**src/pcg2_defines.vh**
```
/*
 * Constants of the group-two peripheral clock gate: register offsets, field positions,
 * reset values and bus answer codes.
 * Assumes inclusion by bare name from the design files of this block.
 */
`ifndef PCG2_DEFINES_VH
`define PCG2_DEFINES_VH

// ----------------------------------------------------------------
// Register byte offsets
// ----------------------------------------------------------------
`define PCG2_OFS_RUN_GATE      12'h108
`define PCG2_OFS_SLEEP_GATE    12'h118
`define PCG2_OFS_DEEP_GATE     12'h128
`define PCG2_OFS_CLOCK_CONFIG  12'h060
`define PCG2_OFS_IRQ_STATUS    12'h200
`define PCG2_OFS_IRQ_ENABLE    12'h204
`define PCG2_OFS_IRQ_CLEAR     12'h208

// ----------------------------------------------------------------
// Fields
// ----------------------------------------------------------------
`define PCG2_BIT_PORT_A        0
`define PCG2_BIT_PORT_G        6
`define PCG2_BIT_ETH_MAC       28
`define PCG2_BIT_ETH_PHY       30
`define PCG2_BIT_AUTO_GATING   27
`define PCG2_GATE_MASK         32'h5000007f
`define PCG2_CONFIG_MASK       32'h08000000
`define PCG2_RESET_VALUE       32'h00000000
`define PCG2_ZERO_WORD         32'h00000000

// ----------------------------------------------------------------
// Avalon answer codes
// ----------------------------------------------------------------
`define PCG2_RESP_OKAY         2'h0
`define PCG2_RESP_SLAVE_ERROR  2'h2

`endif

```
**src/pcg2_gate_cell.v**
```verilog
/*
 * Clock gating cell for one peripheral unit, with the enable held from each falling edge.
 * Assumes a free-running clock; the enable comes from a flip-flop of the same clock.
 */
`timescale 1ns/1ps
`default_nettype none

module pcg2_gate_cell (
	// Clock in and enable
	input  wire clock,
	input  wire enable,
	// Gated clock out
	output wire gated_clock
);

	reg enable_hold_reg;

	// ----------------------------------------------------------------
	// Gating
	// ----------------------------------------------------------------
	// The enable is taken while the clock falls, so a change cannot cut a high phase short.
	always @(negedge clock) begin
		enable_hold_reg <= enable;
	end

	assign gated_clock = clock & enable_hold_reg;

endmodule // pcg2_gate_cell

`default_nettype wire

```
**src/pcg2_fault_guard.v**
```verilog
/*
 * Bus fault detection for accesses to unclocked units, with sticky fault status bits.
 * Assumes access strobes are one-cycle pulses synchronous to clock.
 */
`timescale 1ns/1ps
`default_nettype none
`include "pcg2_defines.vh"

module pcg2_fault_guard (
	// Clock and reset
	input  wire        clock,
	input  wire        rst,
	// Unit accesses and current enables
	input  wire [31:0] unit_access,
	input  wire [31:0] unit_enable,
	// Software clear
	input  wire        clear_strobe,
	input  wire [31:0] clear_mask,
	// Results
	output reg  [31:0] fault_pulse_reg,
	output reg  [31:0] status_reg
);

	// ----------------------------------------------------------------
	// Per-unit fault and sticky status
	// ----------------------------------------------------------------
	localparam [31:0] GATE_MASK = `PCG2_GATE_MASK;

	genvar i;
	generate
		for (i = 0; i < 32; i = i + 1) begin : g_unit
			wire fault_event;
			assign fault_event = unit_access[i] & ~unit_enable[i] & GATE_MASK[i];
			always @(posedge clock) begin
				if (rst) begin
					fault_pulse_reg[i] <= 1'b0;
					status_reg[i]      <= 1'b0;
				end else begin
					fault_pulse_reg[i] <= fault_event;
					// A fault in the clearing cycle survives the clear.
					if (fault_event) begin
						status_reg[i] <= 1'b1;
					end else if (clear_strobe && clear_mask[i]) begin
						status_reg[i] <= 1'b0;
					end
				end
			end
		end
	endgenerate

endmodule // pcg2_fault_guard

`default_nettype wire

```
**src/pcg2_clock_gate.v**
```verilog
/*
 * Group-two peripheral clock gate: run, sleep and deep-sleep gating registers, mode selection,
 * glitch-free gated clocks and bus fault flags for accesses to unclocked units.
 * Assumes an Avalon-MM master with byte addresses and power state levels synchronous to clock.
 */
// The Avalon-MM slave port is this design's own decision.
// Function
// - Each gating bit is the clock enable of one unit.
// - Access to an unclocked unit answers with a bus fault.
// - All gating registers reset to zero, every unit unclocked.
// - Run, sleep or deep-sleep register chosen by operating state.
// - Sleep registers apply only when automatic gating bit is set.
// - Bits 0 to 6 enable ports A to G, read/write.
// - Bit 28 gates Ethernet MAC, bit 30 Ethernet PHY.
// - Reserved bits read zero; software preserves them on updates.
// - Run register at 0x108, sleep register at 0x118.
// - Deep-sleep register at 0x128.
`timescale 1ns/1ps
`default_nettype none
`include "pcg2_defines.vh"

module pcg2_clock_gate (
	// Clock and reset
	input  wire        clock,
	input  wire        rst,
	// Avalon-MM slave
	input  wire [11:0] avs_address,
	input  wire        avs_read,
	input  wire        avs_write,
	input  wire [31:0] avs_writedata,
	input  wire [3:0]  avs_byteenable,
	output reg  [31:0] avs_readdata,
	output reg  [1:0]  avs_response,
	output reg         avs_waitrequest,
	// Power state
	input  wire        sleep_active,
	input  wire        deep_sleep_active,
	// Peripheral side
	input  wire [31:0] unit_access,
	output reg  [31:0] unit_clock_enable,
	output wire [31:0] unit_gated_clock,
	output reg  [31:0] unit_bus_fault,
	// Interrupt
	output reg         irq
);

	// ----------------------------------------------------------------
	// Registers
	// ----------------------------------------------------------------
	reg  [31:0] run_mode_gate_group2_reg;
	reg  [31:0] sleep_mode_gate_group2_reg;
	reg  [31:0] deep_sleep_gate_group2_reg;
	reg  [31:0] run_mode_clock_config_reg;
	reg  [31:0] irq_enable_reg;
	reg  [31:0] enable_next;
	reg  [31:0] readdata_next;
	reg  [1:0]  response_next;
	reg         clear_strobe;
	wire [31:0] write_mask;
	wire [31:0] fault_pulse;
	wire [31:0] irq_status;
	wire        request;
	wire        commit;
	wire        auto_clock_gating_enable;

	assign request = avs_read | avs_write;
	// The write lands on the edge where the master sees waitrequest low.
	assign commit = request & ~avs_waitrequest;
	assign write_mask = {{8{avs_byteenable[3]}}, {8{avs_byteenable[2]}},
	                     {8{avs_byteenable[1]}}, {8{avs_byteenable[0]}}};
	assign auto_clock_gating_enable = run_mode_clock_config_reg[`PCG2_BIT_AUTO_GATING];

	// ----------------------------------------------------------------
	// Bus handshake
	// ----------------------------------------------------------------
	// Every access takes two edges: answer prepared on the first, completed on the second.
	always @(posedge clock) begin
		if (rst) begin
			avs_waitrequest <= 1'b1;
			avs_readdata    <= `PCG2_ZERO_WORD;
			avs_response    <= `PCG2_RESP_OKAY;
		end else if (commit) begin
			avs_waitrequest <= 1'b1;
		end else if (request) begin
			avs_waitrequest <= 1'b0;
			avs_readdata    <= readdata_next;
			avs_response    <= response_next;
		end
	end

	// ----------------------------------------------------------------
	// Read decode
	// ----------------------------------------------------------------
	always @* begin
		readdata_next = `PCG2_ZERO_WORD;
		response_next = `PCG2_RESP_OKAY;
		case (avs_address)
			`PCG2_OFS_RUN_GATE: begin
				readdata_next = run_mode_gate_group2_reg & `PCG2_GATE_MASK;
			end
			`PCG2_OFS_SLEEP_GATE: begin
				readdata_next = sleep_mode_gate_group2_reg & `PCG2_GATE_MASK;
			end
			`PCG2_OFS_DEEP_GATE: begin
				readdata_next = deep_sleep_gate_group2_reg & `PCG2_GATE_MASK;
			end
			`PCG2_OFS_CLOCK_CONFIG: begin
				readdata_next = run_mode_clock_config_reg;
			end
			`PCG2_OFS_IRQ_STATUS: begin
				readdata_next = irq_status;
			end
			`PCG2_OFS_IRQ_ENABLE: begin
				readdata_next = irq_enable_reg;
			end
			`PCG2_OFS_IRQ_CLEAR: begin
				readdata_next = `PCG2_ZERO_WORD;
			end
			default: begin
				// Unmapped offsets answer with an error so a stray pointer is noticed.
				response_next = `PCG2_RESP_SLAVE_ERROR;
			end
		endcase
	end

	// ----------------------------------------------------------------
	// Register writes
	// ----------------------------------------------------------------
	always @(posedge clock) begin
		if (rst) begin
			run_mode_gate_group2_reg   <= `PCG2_RESET_VALUE;
			sleep_mode_gate_group2_reg <= `PCG2_RESET_VALUE;
			deep_sleep_gate_group2_reg <= `PCG2_RESET_VALUE;
			run_mode_clock_config_reg  <= `PCG2_RESET_VALUE;
			irq_enable_reg             <= `PCG2_RESET_VALUE;
			clear_strobe               <= 1'b0;
		end else begin
			clear_strobe <= 1'b0;
			if (commit && avs_write) begin
				case (avs_address)
					`PCG2_OFS_RUN_GATE: begin
						// Ports A..G and both Ethernet bits store; reserved bits stay zero.
						run_mode_gate_group2_reg <= ((run_mode_gate_group2_reg & ~write_mask) |
							(avs_writedata & write_mask)) & `PCG2_GATE_MASK;
					end
					`PCG2_OFS_SLEEP_GATE: begin
						sleep_mode_gate_group2_reg <= ((sleep_mode_gate_group2_reg & ~write_mask) |
							(avs_writedata & write_mask)) & `PCG2_GATE_MASK;
					end
					`PCG2_OFS_DEEP_GATE: begin
						deep_sleep_gate_group2_reg <= ((deep_sleep_gate_group2_reg & ~write_mask) |
							(avs_writedata & write_mask)) & `PCG2_GATE_MASK;
					end
					`PCG2_OFS_CLOCK_CONFIG: begin
						run_mode_clock_config_reg <= ((run_mode_clock_config_reg & ~write_mask) |
							(avs_writedata & write_mask)) & `PCG2_CONFIG_MASK;
					end
					`PCG2_OFS_IRQ_ENABLE: begin
						irq_enable_reg <= ((irq_enable_reg & ~write_mask) |
							(avs_writedata & write_mask)) & `PCG2_GATE_MASK;
					end
					`PCG2_OFS_IRQ_CLEAR: begin
						clear_strobe <= 1'b1;
					end
					default: begin
						clear_strobe <= 1'b0;
					end
				endcase
			end
		end
	end

	// The clear mask is held one cycle behind the write by the bus data being latched here.
	reg [31:0] clear_mask_reg;
	always @(posedge clock) begin
		if (rst) begin
			clear_mask_reg <= `PCG2_ZERO_WORD;
		end else if (commit && avs_write) begin
			clear_mask_reg <= avs_writedata & write_mask;
		end
	end

	// ----------------------------------------------------------------
	// Mode selection
	// ----------------------------------------------------------------
	// Without automatic gating the run register keeps ruling in low-power states.
	always @* begin
		enable_next = run_mode_gate_group2_reg;
		if (auto_clock_gating_enable && deep_sleep_active) begin
			enable_next = deep_sleep_gate_group2_reg;
		end else if (auto_clock_gating_enable && sleep_active) begin
			enable_next = sleep_mode_gate_group2_reg;
		end
	end

	always @(posedge clock) begin
		if (rst) begin
			unit_clock_enable <= `PCG2_RESET_VALUE;
			unit_bus_fault    <= `PCG2_ZERO_WORD;
			irq               <= 1'b0;
		end else begin
			unit_clock_enable <= enable_next & `PCG2_GATE_MASK;
			unit_bus_fault    <= fault_pulse;
			irq               <= |(irq_status & irq_enable_reg);
		end
	end

	// ----------------------------------------------------------------
	// Gated clocks
	// ----------------------------------------------------------------
	genvar u;
	generate
		for (u = 0; u < 32; u = u + 1) begin : g_gate
			pcg2_gate_cell u_cell (
				.clock       (clock),
				.enable      (unit_clock_enable[u]),
				.gated_clock (unit_gated_clock[u])
			);
		end
	endgenerate

	// ----------------------------------------------------------------
	// Faults
	// ----------------------------------------------------------------
	// Software must enable a unit first; until then every access to port A..G or an Ethernet unit faults.
	pcg2_fault_guard u_guard (
		.clock           (clock),
		.rst             (rst),
		.unit_access     (unit_access),
		.unit_enable     (unit_clock_enable),
		.clear_strobe    (clear_strobe),
		.clear_mask      (clear_mask_reg),
		.fault_pulse_reg (fault_pulse),
		.status_reg      (irq_status)
	);

endmodule // pcg2_clock_gate

`default_nettype wire

```
**config.mk**
```make
export PLATFORM = sky130hd
export DESIGN_NAME = pcg2_clock_gate
export DESIGN_NICKNAME = d
export VERILOG_FILES = /design/src/pcg2_gate_cell.v /design/src/pcg2_fault_guard.v /design/src/pcg2_clock_gate.v
export VERILOG_INCLUDE_DIRS = /design/src
export SDC_FILE = /design/constraint.sdc
export NUM_CORES = 1
export LEC_CHECK = 0
export BUFFER_PORTS_ARGS = -buffer_cell sky130_fd_sc_hd__buf_2
export CAP_MARGIN = 20
export CORE_AREA = 2 2 103 105
export DETAILED_ROUTE_END_ITERATION = 10
export DIE_AREA = 0 0 105 107
export PLACE_DENSITY = 0.83
export SLEW_MARGIN = 30
export SYNTH_ARGS = -nofsm -noshare
export SYNTH_HDL_FRONTEND = slang
export SYNTH_SLANG_ARGS = --single-unit
export TNS_END_PERCENT = 5
```
**constraint.sdc**
```tcl
create_clock -name clock -period 4.34 [get_ports clock]
set_input_delay 0.217 -clock clock [delete_from_list [all_inputs] [get_ports clock]]
set_output_delay 0.217 -clock clock [all_outputs]
set_load 0.01 [all_outputs]
```
# Word-level counts from Yosys, hierarchy flattened
# Cells that the tools add are included.
dict set report op_classes {
  eq_ne 7
  mux 23
  n_bitwise 68
  n_reduce_logical 31
}
# cell n
set op_table {}
lappend op_table {{AND 31 bit} 6}
lappend op_table {{case mux 31 bit (6 select lines)} 1}
lappend op_table {{OR 31 bit} 4}
lappend op_table {{2-to-1 mux 31 bit} 2}
lappend op_table {{AND 1 bit} 42}
lappend op_table {{equality test 12 x 10 -> 1 bit, second input constant} 3}
lappend op_table {{equality test 12 x 9 -> 1 bit, second input constant} 3}
lappend op_table {{OR reduction 32 bit} 1}
lappend op_table {{NOT 31 bit} 1}
lappend op_table {{AND 28 bit} 1}
lappend op_table {{OR 28 bit} 1}
lappend op_table {{2-to-1 mux 1 bit} 19}
lappend op_table {{nonzero test 2 bit} 9}
lappend op_table {{equality test 12 x 7 -> 1 bit, second input constant} 1}
lappend op_table {{logical AND 1 bit} 12}
lappend op_table {{NOT 1 bit} 12}
lappend op_table {{AND reduction 2 bit} 6}
lappend op_table {{OR reduction 7 bit} 1}
lappend op_table {{OR reduction 2 bit} 2}
lappend op_table {{2-to-1 mux 2 bit} 1}
lappend op_table {{OR 1 bit} 1}
dict set report word_totals {
  ff_bits 219
  inputBits 86
  output_inout_bits 132
  wordCells 194
}

# Longest topological paths before layout
# Gate-level depths: netlist of the first run.
dict set report depth {
  word_depth 5
  ltp_mapped 7
  depth_no_buf 4
}

# Cells and area by module
# A second synthesis of the first run with hierarchy kept.
dict set report hier_totals {
  cells_unflattened 862
  hier_area_um2 7867.5
}
# mod instances cells_per_inst area_per_inst_um2 seq_area_each_um2
set by_module_without_submodules {}
lappend by_module_without_submodules {pcg2_clock_gate 1 662 5936.9 2922.8}
lappend by_module_without_submodules {pcg2_fault_guard 1 104 969.7 360.3}
lappend by_module_without_submodules {pcg2_gate_cell 32 3 30.0 20.0}

==> results by group, run 1 <==
Pwr
  • Areal power density over the cells: 362 nW/µm²
  • Net Sw Frac: 0.281
  • Leakage power total: between 0.002 and 0.0025 µW
  • Clock share of power: 0.409
  • Total power: a little under 2000 µW
  • Internal power component: 1420 µW
  • Combinational group share of total power: 0.086
  • Net switching power of the design: 554 µW
  • Sequential share of power: 0.505
  • Maximum VDD drop: 0.174 mV

Setup path
  • CP arrival: approximately 3300 ps
  • Setup slack, reg-to-reg: around 1700 ps
  • Sort of element at the end of the critical path: primary output
  • Largest fanout on the critical path: 1
  • Worst Reg2Reg Path Length in Cells: 0
  • Crit Path Category: flop to primary output
  • Critical Path RT: just over 4000 ps
  • Critical path startpoint category: flop

Drt
  • Initial DRC Count: 520
  • Via-per-instance ratio: 5.59
  • Via count: 4,352
  • Detail-routed net length per standard cell: ~16 µm
  • Sum of routed wire length over all layers: around 13 mm
  • Number of iterations in the first detailed-routing pass: 8
  • DRC viols: 0
  • Number of nets still failing antenna checks after routing: 0

Layout
  • Layout area overhead: 5.50%
  • Most frequent cells in the layout: 105 x sky130_fd_sc_hd__dfxtp_1, 92 x sky130_fd_sc_hd__conb_1, 78 x sky130_fd_sc_hd__buf_2, 56 x sky130_fd_sc_hd__nand3_1
  • Most common cell after layout, fill and taps aside: sky130_fd_sc_hd__dfxtp_1
  • Layout filler cell count: 920
  • Post-layout instance area: approximately 5400 µm²
  • Ratio of cells with drive above 1 in the final layout: 0.207
  • Final std cells w/o fill: just under 800
  • Nets@finish: 722
  • Antenna Cells: 0

Timing
  • Measured slew at the worst slew-check pin: approximately 920 ps
  • Final slew viol count: 0
  • Total Negative Setup Slacks: 0 ps
  • Final Skew: 55.2 ps
  • Final setup violation count: 0
  • Unrepaired setup endpoints after global routing: no
  • Final-report hold violation count: 0
  • Max-slew headroom at the worst pin: 0.384

Synthesis
  • Top cell type by total area after synthesis: sky130_fd_sc_hd__dfxtp_1
  • Post-synthesis share of cell area spent on and, or, nand and nor gates: 0.194
  • Dominant combinational cell family by area after synthesis: simple AND/OR/NAND/NOR gates
  • Synthesized-area fraction occupied by adder cells: 0
  • Gate count after technology mapping: about 600
  • Count of unique library cells instantiated by Yosys: 49
  • Yosys synthesis warning count: 0
  • Proportion of synthesized flip-flops having asynchronous set or reset: 0
  • Fraction of synthesized cell area in xor and xnor cells: 0
  • Total of flip-flops plus latches after synthesis: approximately 110
  • Part of the Yosys area used for sequential elements: 0.407
  • Yosys top cell area share: 0.407
  • EDFF count, synth: 0
  • Leading cell types by total area after synthesis: sky130_fd_sc_hd__dfxtp_1 41%, sky130_fd_sc_hd__buf_4 16%, sky130_fd_sc_hd__nand3_1 5.4%
  • Synthesized cell area: about 5200 µm²
  • Compound-cell area share of the yosys netlist: 0.188
  • Multiplexer share of the synthesized area: 0.0196
  • Mean post-synth cell area: 8.83 µm²
  • Most common flop cell mapped by yosys: sky130_fd_sc_hd__dfxtp_1

Min path
  • Worst hold stages: 2
  • Class of the tightest hold or removal check: primary input to flop

Floorplan
  • I/O pin count: between 200 and 250
  • Chip width: between 100 and 150 µm
  • Initial core utilization: 0.512
  • Rows: 37
  • Die Y: ~110 µm
  • Die Footprint: roughly 11,000 µm²
  • Placeable core region: 10,100 µm²

CTS
  • Setup Fix Bufs, Post-CTS: 0
  • Clock transition at the registers of the reported paths: ~100 ps
  • Source-to-sink clock delay at the later pin of the worst-skew pair: ~530 ps
  • Count of hold-fix buffers inserted at cts: 1
  • Clock tree from TritonCTS: yes
  • Number of resized instances in the post-cts repair step: 0

Placed design
  • DP Area: just over 5000 µm²
  • Total instance count after detailed placement: about 750
  • Placed wire-length estimate: 9.12 mm
  • Weighted congestion at the end of routability-driven global placement: 0.866
  • Port-buffer cells: 78

GRT
  • Maximum number of pins on one net before global-route repair: 47
  • Initial antenna violation count: 0
  • Global-route usage over all layers: 0.223
  • Sum of overflow across all layers after global routing: 0
  • Vias in the first global route: about 3,900
  • Wire length of the first global-routing pass: 19.6 mm

Run
  • Max_cap viols: 0

Status
  • Status: finished, final reports clean
-- area by class of cell --
cell class	count	area, µm²	share of cell area
sequential	105	2100	0.386
clock inverter	16	134	0.0246
multi-input combinational	423	2420	0.445
timing repair buffer	74	388	0.0712
inverter	1	3.75	0.000689
tap	136	170	0.0312
clock buffer	23	228	0.0418
-- final timing paths --
check	startpoint	endpoint
setup / recovery	g_gate[30].u_cell.enable_hold_reg	unit_gated_clock[30]
hold / removal	unit_access[6]	u_guard.fault_pulse_reg[6]
setup reg to reg	unit_clock_enable[5]	g_gate[5].u_cell.enable_hold_reg
hold reg to reg	u_guard.fault_pulse_reg[30]	unit_bus_fault[30]
-- Yosys cell counts, types with 2 or more instances --
library cell / number
sky130_fd_sc_hd__buf_1: 2
sky130_fd_sc_hd__nor4_4: 2
sky130_fd_sc_hd__nor4_1: 4
sky130_fd_sc_hd__and2_1: 9
sky130_fd_sc_hd__a311oi_1: 9
sky130_fd_sc_hd__nor3b_1: 9
sky130_fd_sc_hd__and4_1: 2
sky130_fd_sc_hd__nand4_1: 4
sky130_fd_sc_hd__nand2_1: 47
sky130_fd_sc_hd__and3b_1: 2
sky130_fd_sc_hd__nand2b_1: 3
sky130_fd_sc_hd__a31o_2: 9
sky130_fd_sc_hd__inv_1: 2
sky130_fd_sc_hd__or3b_2: 3
sky130_fd_sc_hd__buf_4: 113
sky130_fd_sc_hd__mux2_2: 9
sky130_fd_sc_hd__dfxtp_1: 105
sky130_fd_sc_hd__a22o_1: 10
sky130_fd_sc_hd__a221oi_1: 9
sky130_fd_sc_hd__nor3_1: 3
sky130_fd_sc_hd__a222oi_1: 9
sky130_fd_sc_hd__a21oi_1: 47
sky130_fd_sc_hd__nand3b_1: 2
sky130_fd_sc_hd__o21ai_0: 39
sky130_fd_sc_hd__nor4b_1: 2
sky130_fd_sc_hd__clkbuf_1: 28
sky130_fd_sc_hd__nor2_1: 10
sky130_fd_sc_hd__nand3_1: 56
sky130_fd_sc_hd__buf_2: 3
sky130_fd_sc_hd__nor2b_1: 13
sky130_fd_sc_hd__a22oi_1: 2
-- metrics by stage --
stage	setup WS [ps]	hold slack, ps	util
floorplan	1420	304	-
global placement	1420	416	0.507
CTS	843	5.61	0.539
finish	847	22.1	0.540
detailed placement	1410	419	0.507
global route	782	9.86	0.540
-- per-layer routing --
layer / track usage / wire length [µm]
met5: 0 / 0
met4: 0.107 / 342
met3: 0.0602 / 1240
met2: 0.359 / 6110
met1: 0.278 / 4960
-- worst max-delay path, stage by stage, from the launching register on --
cell	delay (ps)
sky130_fd_sc_hd__dfxtp_1	300
sky130_fd_sc_hd__and2_1	150
sky130_fd_sc_hd__buf_2	130
-- cells by family (layout without fill, tap and decap cells) --
logic type / count (synthesis) / after routing
buffers and inverters: 148 / 114
flip-flops: 105 / 105
other: 1 / 92
AND/OR/NAND/NOR: 179 / 179
multiplexers: 9 / 9
AO/OA/AOI/OAI: 143 / 143
-- power by group through the flow --
stage	logic (µW)	clock network (µW)	registers [µW]
after floorplan	168	15.3	1020
after global placement	158	15.3	1010
after detailed placement	163	15.3	1020
after CTS	164	820	994
after global routing	182	883	996
final	169	807	994
(Power assumes the default switching activity.)
==> run 2: changes to the inputs <==
--- a/config.mk
+++ b/config.mk
@@ -6,12 +6,13 @@
 export SDC_FILE = /design/constraint.sdc
 export NUM_CORES = 1
 export LEC_CHECK = 0
+export ABC_AREA = 1
 export BUFFER_PORTS_ARGS = -buffer_cell sky130_fd_sc_hd__buf_2
 export CAP_MARGIN = 20
-export CORE_AREA = 2 2 103 105
+export CORE_AREA = 2 2 114 116
 export DETAILED_ROUTE_END_ITERATION = 10
-export DIE_AREA = 0 0 105 107
-export PLACE_DENSITY = 0.83
+export DIE_AREA = 0 0 116 118
+export PLACE_DENSITY = 0.74
 export SLEW_MARGIN = 30
 export SYNTH_ARGS = -nofsm -noshare
 export SYNTH_HDL_FRONTEND = slang
==> constraint.sdc (replaced) <==
create_clock -name clock -period 2.89 [get_ports clock]
set_input_delay 0.1445 -clock clock [delete_from_list [all_inputs] [get_ports clock]]
set_output_delay 0.1445 -clock clock [all_outputs]
set_load 0.01 [all_outputs]
==> run 2 against run 1 <==
  * Sequential share of layout area shrank 3.9 points
  * Wire length shrank 0.13%
  * Combinational power grew 50%
  * Sequential power grew 51%
  * Critical path type unchanged
  * Via count grew 3.8%
  * Clock skew grew 18 ps
  * Utilization shrank 5.1 points
==> results by group, run 2 <==
Layout
  • Antenna Cells: 0 (unchanged)
  • Layout area overhead: 12.7% (was 5.50%)
  • Post-layout instance area: 6070 µm² (was 5450 µm²)
  • Final std cells w/o fill: 984 (was 778)
  • Most common cell after layout, fill and taps aside: sky130_fd_sc_hd__nand2_1 (was sky130_fd_sc_hd__dfxtp_1)
  • Ratio of cells with drive above 1 in the final layout: 0.188 (was 0.207)
  • Most frequent cells in the layout: 173 x sky130_fd_sc_hd__nand2_1, 105 x sky130_fd_sc_hd__dfxtp_1, 92 x sky130_fd_sc_hd__conb_1, 78 x sky130_fd_sc_hd__buf_2, 73 x sky130_fd_sc_hd__inv_1 (was 105 x sky130_fd_sc_hd__dfxtp_1, 92 x sky130_fd_sc_hd__conb_1, 78 x sky130_fd_sc_hd__buf_2, 56 x sky130_fd_sc_hd__nand3_1)
  • Nets@finish: 892 (was 722)

Drt
  • Sum of routed wire length over all layers: 12.6 mm (was 12.7 mm)
  • Number of iterations in the first detailed-routing pass: 5 (was 8)
  • Detail-routed net length per standard cell: 12.8 µm (was 16.3 µm)
  • Initial DRC Count: 430 (was 520)
  • Via-per-instance ratio: 4.59 (was 5.59)
  • Number of nets still failing antenna checks after routing: 0 (unchanged)
  • Via count: 4,516 (was 4,352)
  • DRC viols: 0 (unchanged)

GRT
  • Maximum number of pins on one net before global-route repair: 52 (was 47)
  • Sum of overflow across all layers after global routing: 0 (unchanged)
  • Global-route usage over all layers: 0.191 (was 0.223)
  • Wire length of the first global-routing pass: 20.4 mm (was 19.6 mm)
  • Initial antenna violation count: 0 (unchanged)
  • Vias in the first global route: 4,323 (was 3,871)

Run
  • Max_cap viols: 0 (unchanged)

Pwr
  • Maximum VDD drop: 0.305 mV (was 0.174 mV)
  • Leakage power total: 0.00296 µW (was 0.00220 µW)
  • Areal power density over the cells: 560 nW/µm² (was 362 nW/µm²)

Synthesis
  • Part of the Yosys area used for sequential elements: 0.391 (was 0.407)
  • Yosys synthesis warning count: 0 (unchanged)
  • Count of unique library cells instantiated by Yosys: 31 (was 49)
  • Top cell type by total area after synthesis: sky130_fd_sc_hd__dfxtp_1 (unchanged)
  • Mean post-synth cell area: 7.44 µm² (was 8.83 µm²)
  • EDFF count, synth: 0 (unchanged)
  • Yosys top cell area share: 0.391 (was 0.407)
  • Total of flip-flops plus latches after synthesis: 105 (unchanged)
  • Synthesized cell area: 5380 µm² (was 5160 µm²)
  • Cell with the most instances after synthesis: sky130_fd_sc_hd__nand2_1 (was sky130_fd_sc_hd__buf_4)
  • Leading cell types by total area after synthesis: sky130_fd_sc_hd__dfxtp_1 39%, sky130_fd_sc_hd__buf_4 16%, sky130_fd_sc_hd__nand2_1 12% (was sky130_fd_sc_hd__dfxtp_1 41%, sky130_fd_sc_hd__buf_4 16%, sky130_fd_sc_hd__nand3_1 5.4%)
  • Commonest cells post-synth: 173 x sky130_fd_sc_hd__nand2_1, 112 x sky130_fd_sc_hd__buf_4, 105 x sky130_fd_sc_hd__dfxtp_1, 65 x sky130_fd_sc_hd__inv_1, 61 x sky130_fd_sc_hd__nand3_1 (was 113 x sky130_fd_sc_hd__buf_4, 105 x sky130_fd_sc_hd__dfxtp_1, 56 x sky130_fd_sc_hd__nand3_1, 47 x sky130_fd_sc_hd__a21oi_1, 47 x sky130_fd_sc_hd__nand2_1)
  • Gate count after technology mapping: 723 (was 585)
  • Most common flop cell mapped by yosys: sky130_fd_sc_hd__dfxtp_1 (unchanged)
  • Proportion of synthesized flip-flops having asynchronous set or reset: 0 (unchanged)

Placed design
  • Port-buffer cells: 78 (unchanged)
  • Placed wire-length estimate: 8.84 mm (was 9.12 mm)
  • DP Area: 5420 µm² (was 5120 µm²)
  • Weighted congestion at the end of routability-driven global placement: 0.834 (was 0.866)
  • Total instance count after detailed placement: 935 (was 747)

Status
  • Status: finished, final reports clean (unchanged)

CTS
  • Number of resized instances in the post-cts repair step: 0 (unchanged)
  • Source-to-sink clock delay at the later pin of the worst-skew pair: 530 ps (about the same)
  • Clock transition at the registers of the reported paths: 70 ps (was 100 ps)
  • Clock tree from TritonCTS: yes (unchanged)

Setup path
  • CP arrival: 2530 ps (was 3280 ps)
  • Critical path startpoint category: flop (unchanged)
  • Critical Path RT: 2750 ps (was 4120 ps)
  • Sort of element at the end of the critical path: primary output (unchanged)
  • Destination of the critical timing path: unit_gated_clock[5] (was unit_gated_clock[30])
  • Setup slack, reg-to-reg: 1060 ps (was 1730 ps)
  • Crit Path Category: flop to primary output (unchanged)
  • Worst Reg2Reg Path Length in Cells: 0 (unchanged)
  • Critical register-to-register path startpoint: unit_clock_enable[4] (was unit_clock_enable[5])
  • Largest fanout on the critical path: 1 (unchanged)
  • Critical path startpoint: g_gate[5].u_cell.enable_hold_reg (was g_gate[30].u_cell.enable_hold_reg)
  • Crit Reg-Reg Endpoint: g_gate[4].u_cell.enable_hold_reg (was g_gate[5].u_cell.enable_hold_reg)

Timing
  • Max-slew headroom at the worst pin: 0.530 (was 0.384)
  • Worst hold slack after final layout: 6.55 ps (was 22.1 ps)
  • Total Negative Setup Slacks: 0 ps (unchanged)
  • Final-report hold violation count: 0 (unchanged)
  • Final setup violation count: 0 (unchanged)
  • Final Skew: 73.2 ps (was 55.2 ps)
  • Measured slew at the worst slew-check pin: 701 ps (was 916 ps)
  • Unrepaired setup endpoints after global routing: no (unchanged)
  • Final slew viol count: 0 (unchanged)

Floorplan
  • Chip width: 116 µm (was 105 µm)
  • Die Footprint: 13,700 µm² (was 11,200 µm²)
  • Rows: 41 (was 37)
  • Die Y: 118 µm (was 107 µm)
  • Initial core utilization: 0.434 (was 0.512)
  • I/O pin count: 218 (unchanged)
  • Placeable core region: 12,400 µm² (was 10,100 µm²)

Min path
  • Class of the tightest hold or removal check: primary input to flop (unchanged)
run 2: cell types whose count changed in the layout (fill, tap and decap cells not counted), moves of 10 or more:
cell,delta
sky130_fd_sc_hd__a22o_1,-10
sky130_fd_sc_hd__nor2_4,+11
sky130_fd_sc_hd__clkbuf_16,+15
sky130_fd_sc_hd__nor2_1,+37
sky130_fd_sc_hd__clkbuf_8,-13
sky130_fd_sc_hd__nor2b_1,-12
sky130_fd_sc_hd__o21ai_0,-24
sky130_fd_sc_hd__dlygate4sd3_1,+18
sky130_fd_sc_hd__nand2_1,+126
sky130_fd_sc_hd__inv_1,+63
run 2: worst max-delay path, cell delays in order, from the launching register on:
cell and delay, ps:
sky130_fd_sc_hd__dfxtp_1 290, sky130_fd_sc_hd__nand2_1 90, sky130_fd_sc_hd__inv_1 50, sky130_fd_sc_hd__buf_2 130
run 2: cells by family after synthesis:
| logic type | after synthesis | synth area share |
|---|---|---|
| other | 1 | 0.000697 |
| AND/OR/NAND/NOR | 318 | 0.277 |
| AO/OA/AOI/OAI | 96 | 0.107 |
| flip-flops | 105 | 0.391 |
| buffers and inverters | 203 | 0.225 |
run 2: through the flow:
step           utilization  setup slack, ps  total power (µW)
5_1_grt              0.489              152              3550
2_1_floorplan            -              816              1840
4_1_cts              0.489              195              3430
6_report             0.489              214              3400
3_5_place_dp         0.436              823              1780
3_3_place_gp         0.436              827              1780
run 2: worst min path at each step:
stage / startpoint / endpoint / slack [ps] / cells after the start
after CTS: avs_byteenable[3] / flop / 2 / 3
after global routing: avs_byteenable[3] / flop / 10 / 3
after global placement: clock / unit_gated_clock[1] / 320 / 3
after detailed placement: clock / unit_gated_clock[1] / 320 / 3
final: avs_byteenable[3] / flop / 7 / 3
after floorplan: unit_access[28] / u_guard.fault_pulse_reg[28] / 280 / 2
run 2: cell type report:
cell class                 instances  area [µm²]
clock buffer                      26         428
clock inverter                    22         104
fill                            1257        6350
inverter                          60         231
multi-input combinational        506        2410
tap                              172         215
timing repair buffer              93         576
sequential                       105        2100
run 2: what timing repair did:
item	in CTS	in global routing
buffers inserted	0	0
hold buffers	20	0
hold endpoints to repair	21	0
run 2: layer usage:
metal / part of all wire / GRT usage / vias up
met5: 0 / 0 / -
met4: 0.026 / 0.0930 / 0
met3: 0.076 / 0.0556 / 27
met2: 0.46 / 0.300 / 209
met1: 0.44 / 0.237 / 2022
li1: - / - / 2258
run 2: power breakdown:
group          leakage [µW]  internal [µW]  switching [µW]
registers          0.000854           1480            18.5
clock network      0.000402            994             650
logic               0.00171           76.0             178
total               0.00296           2550             847
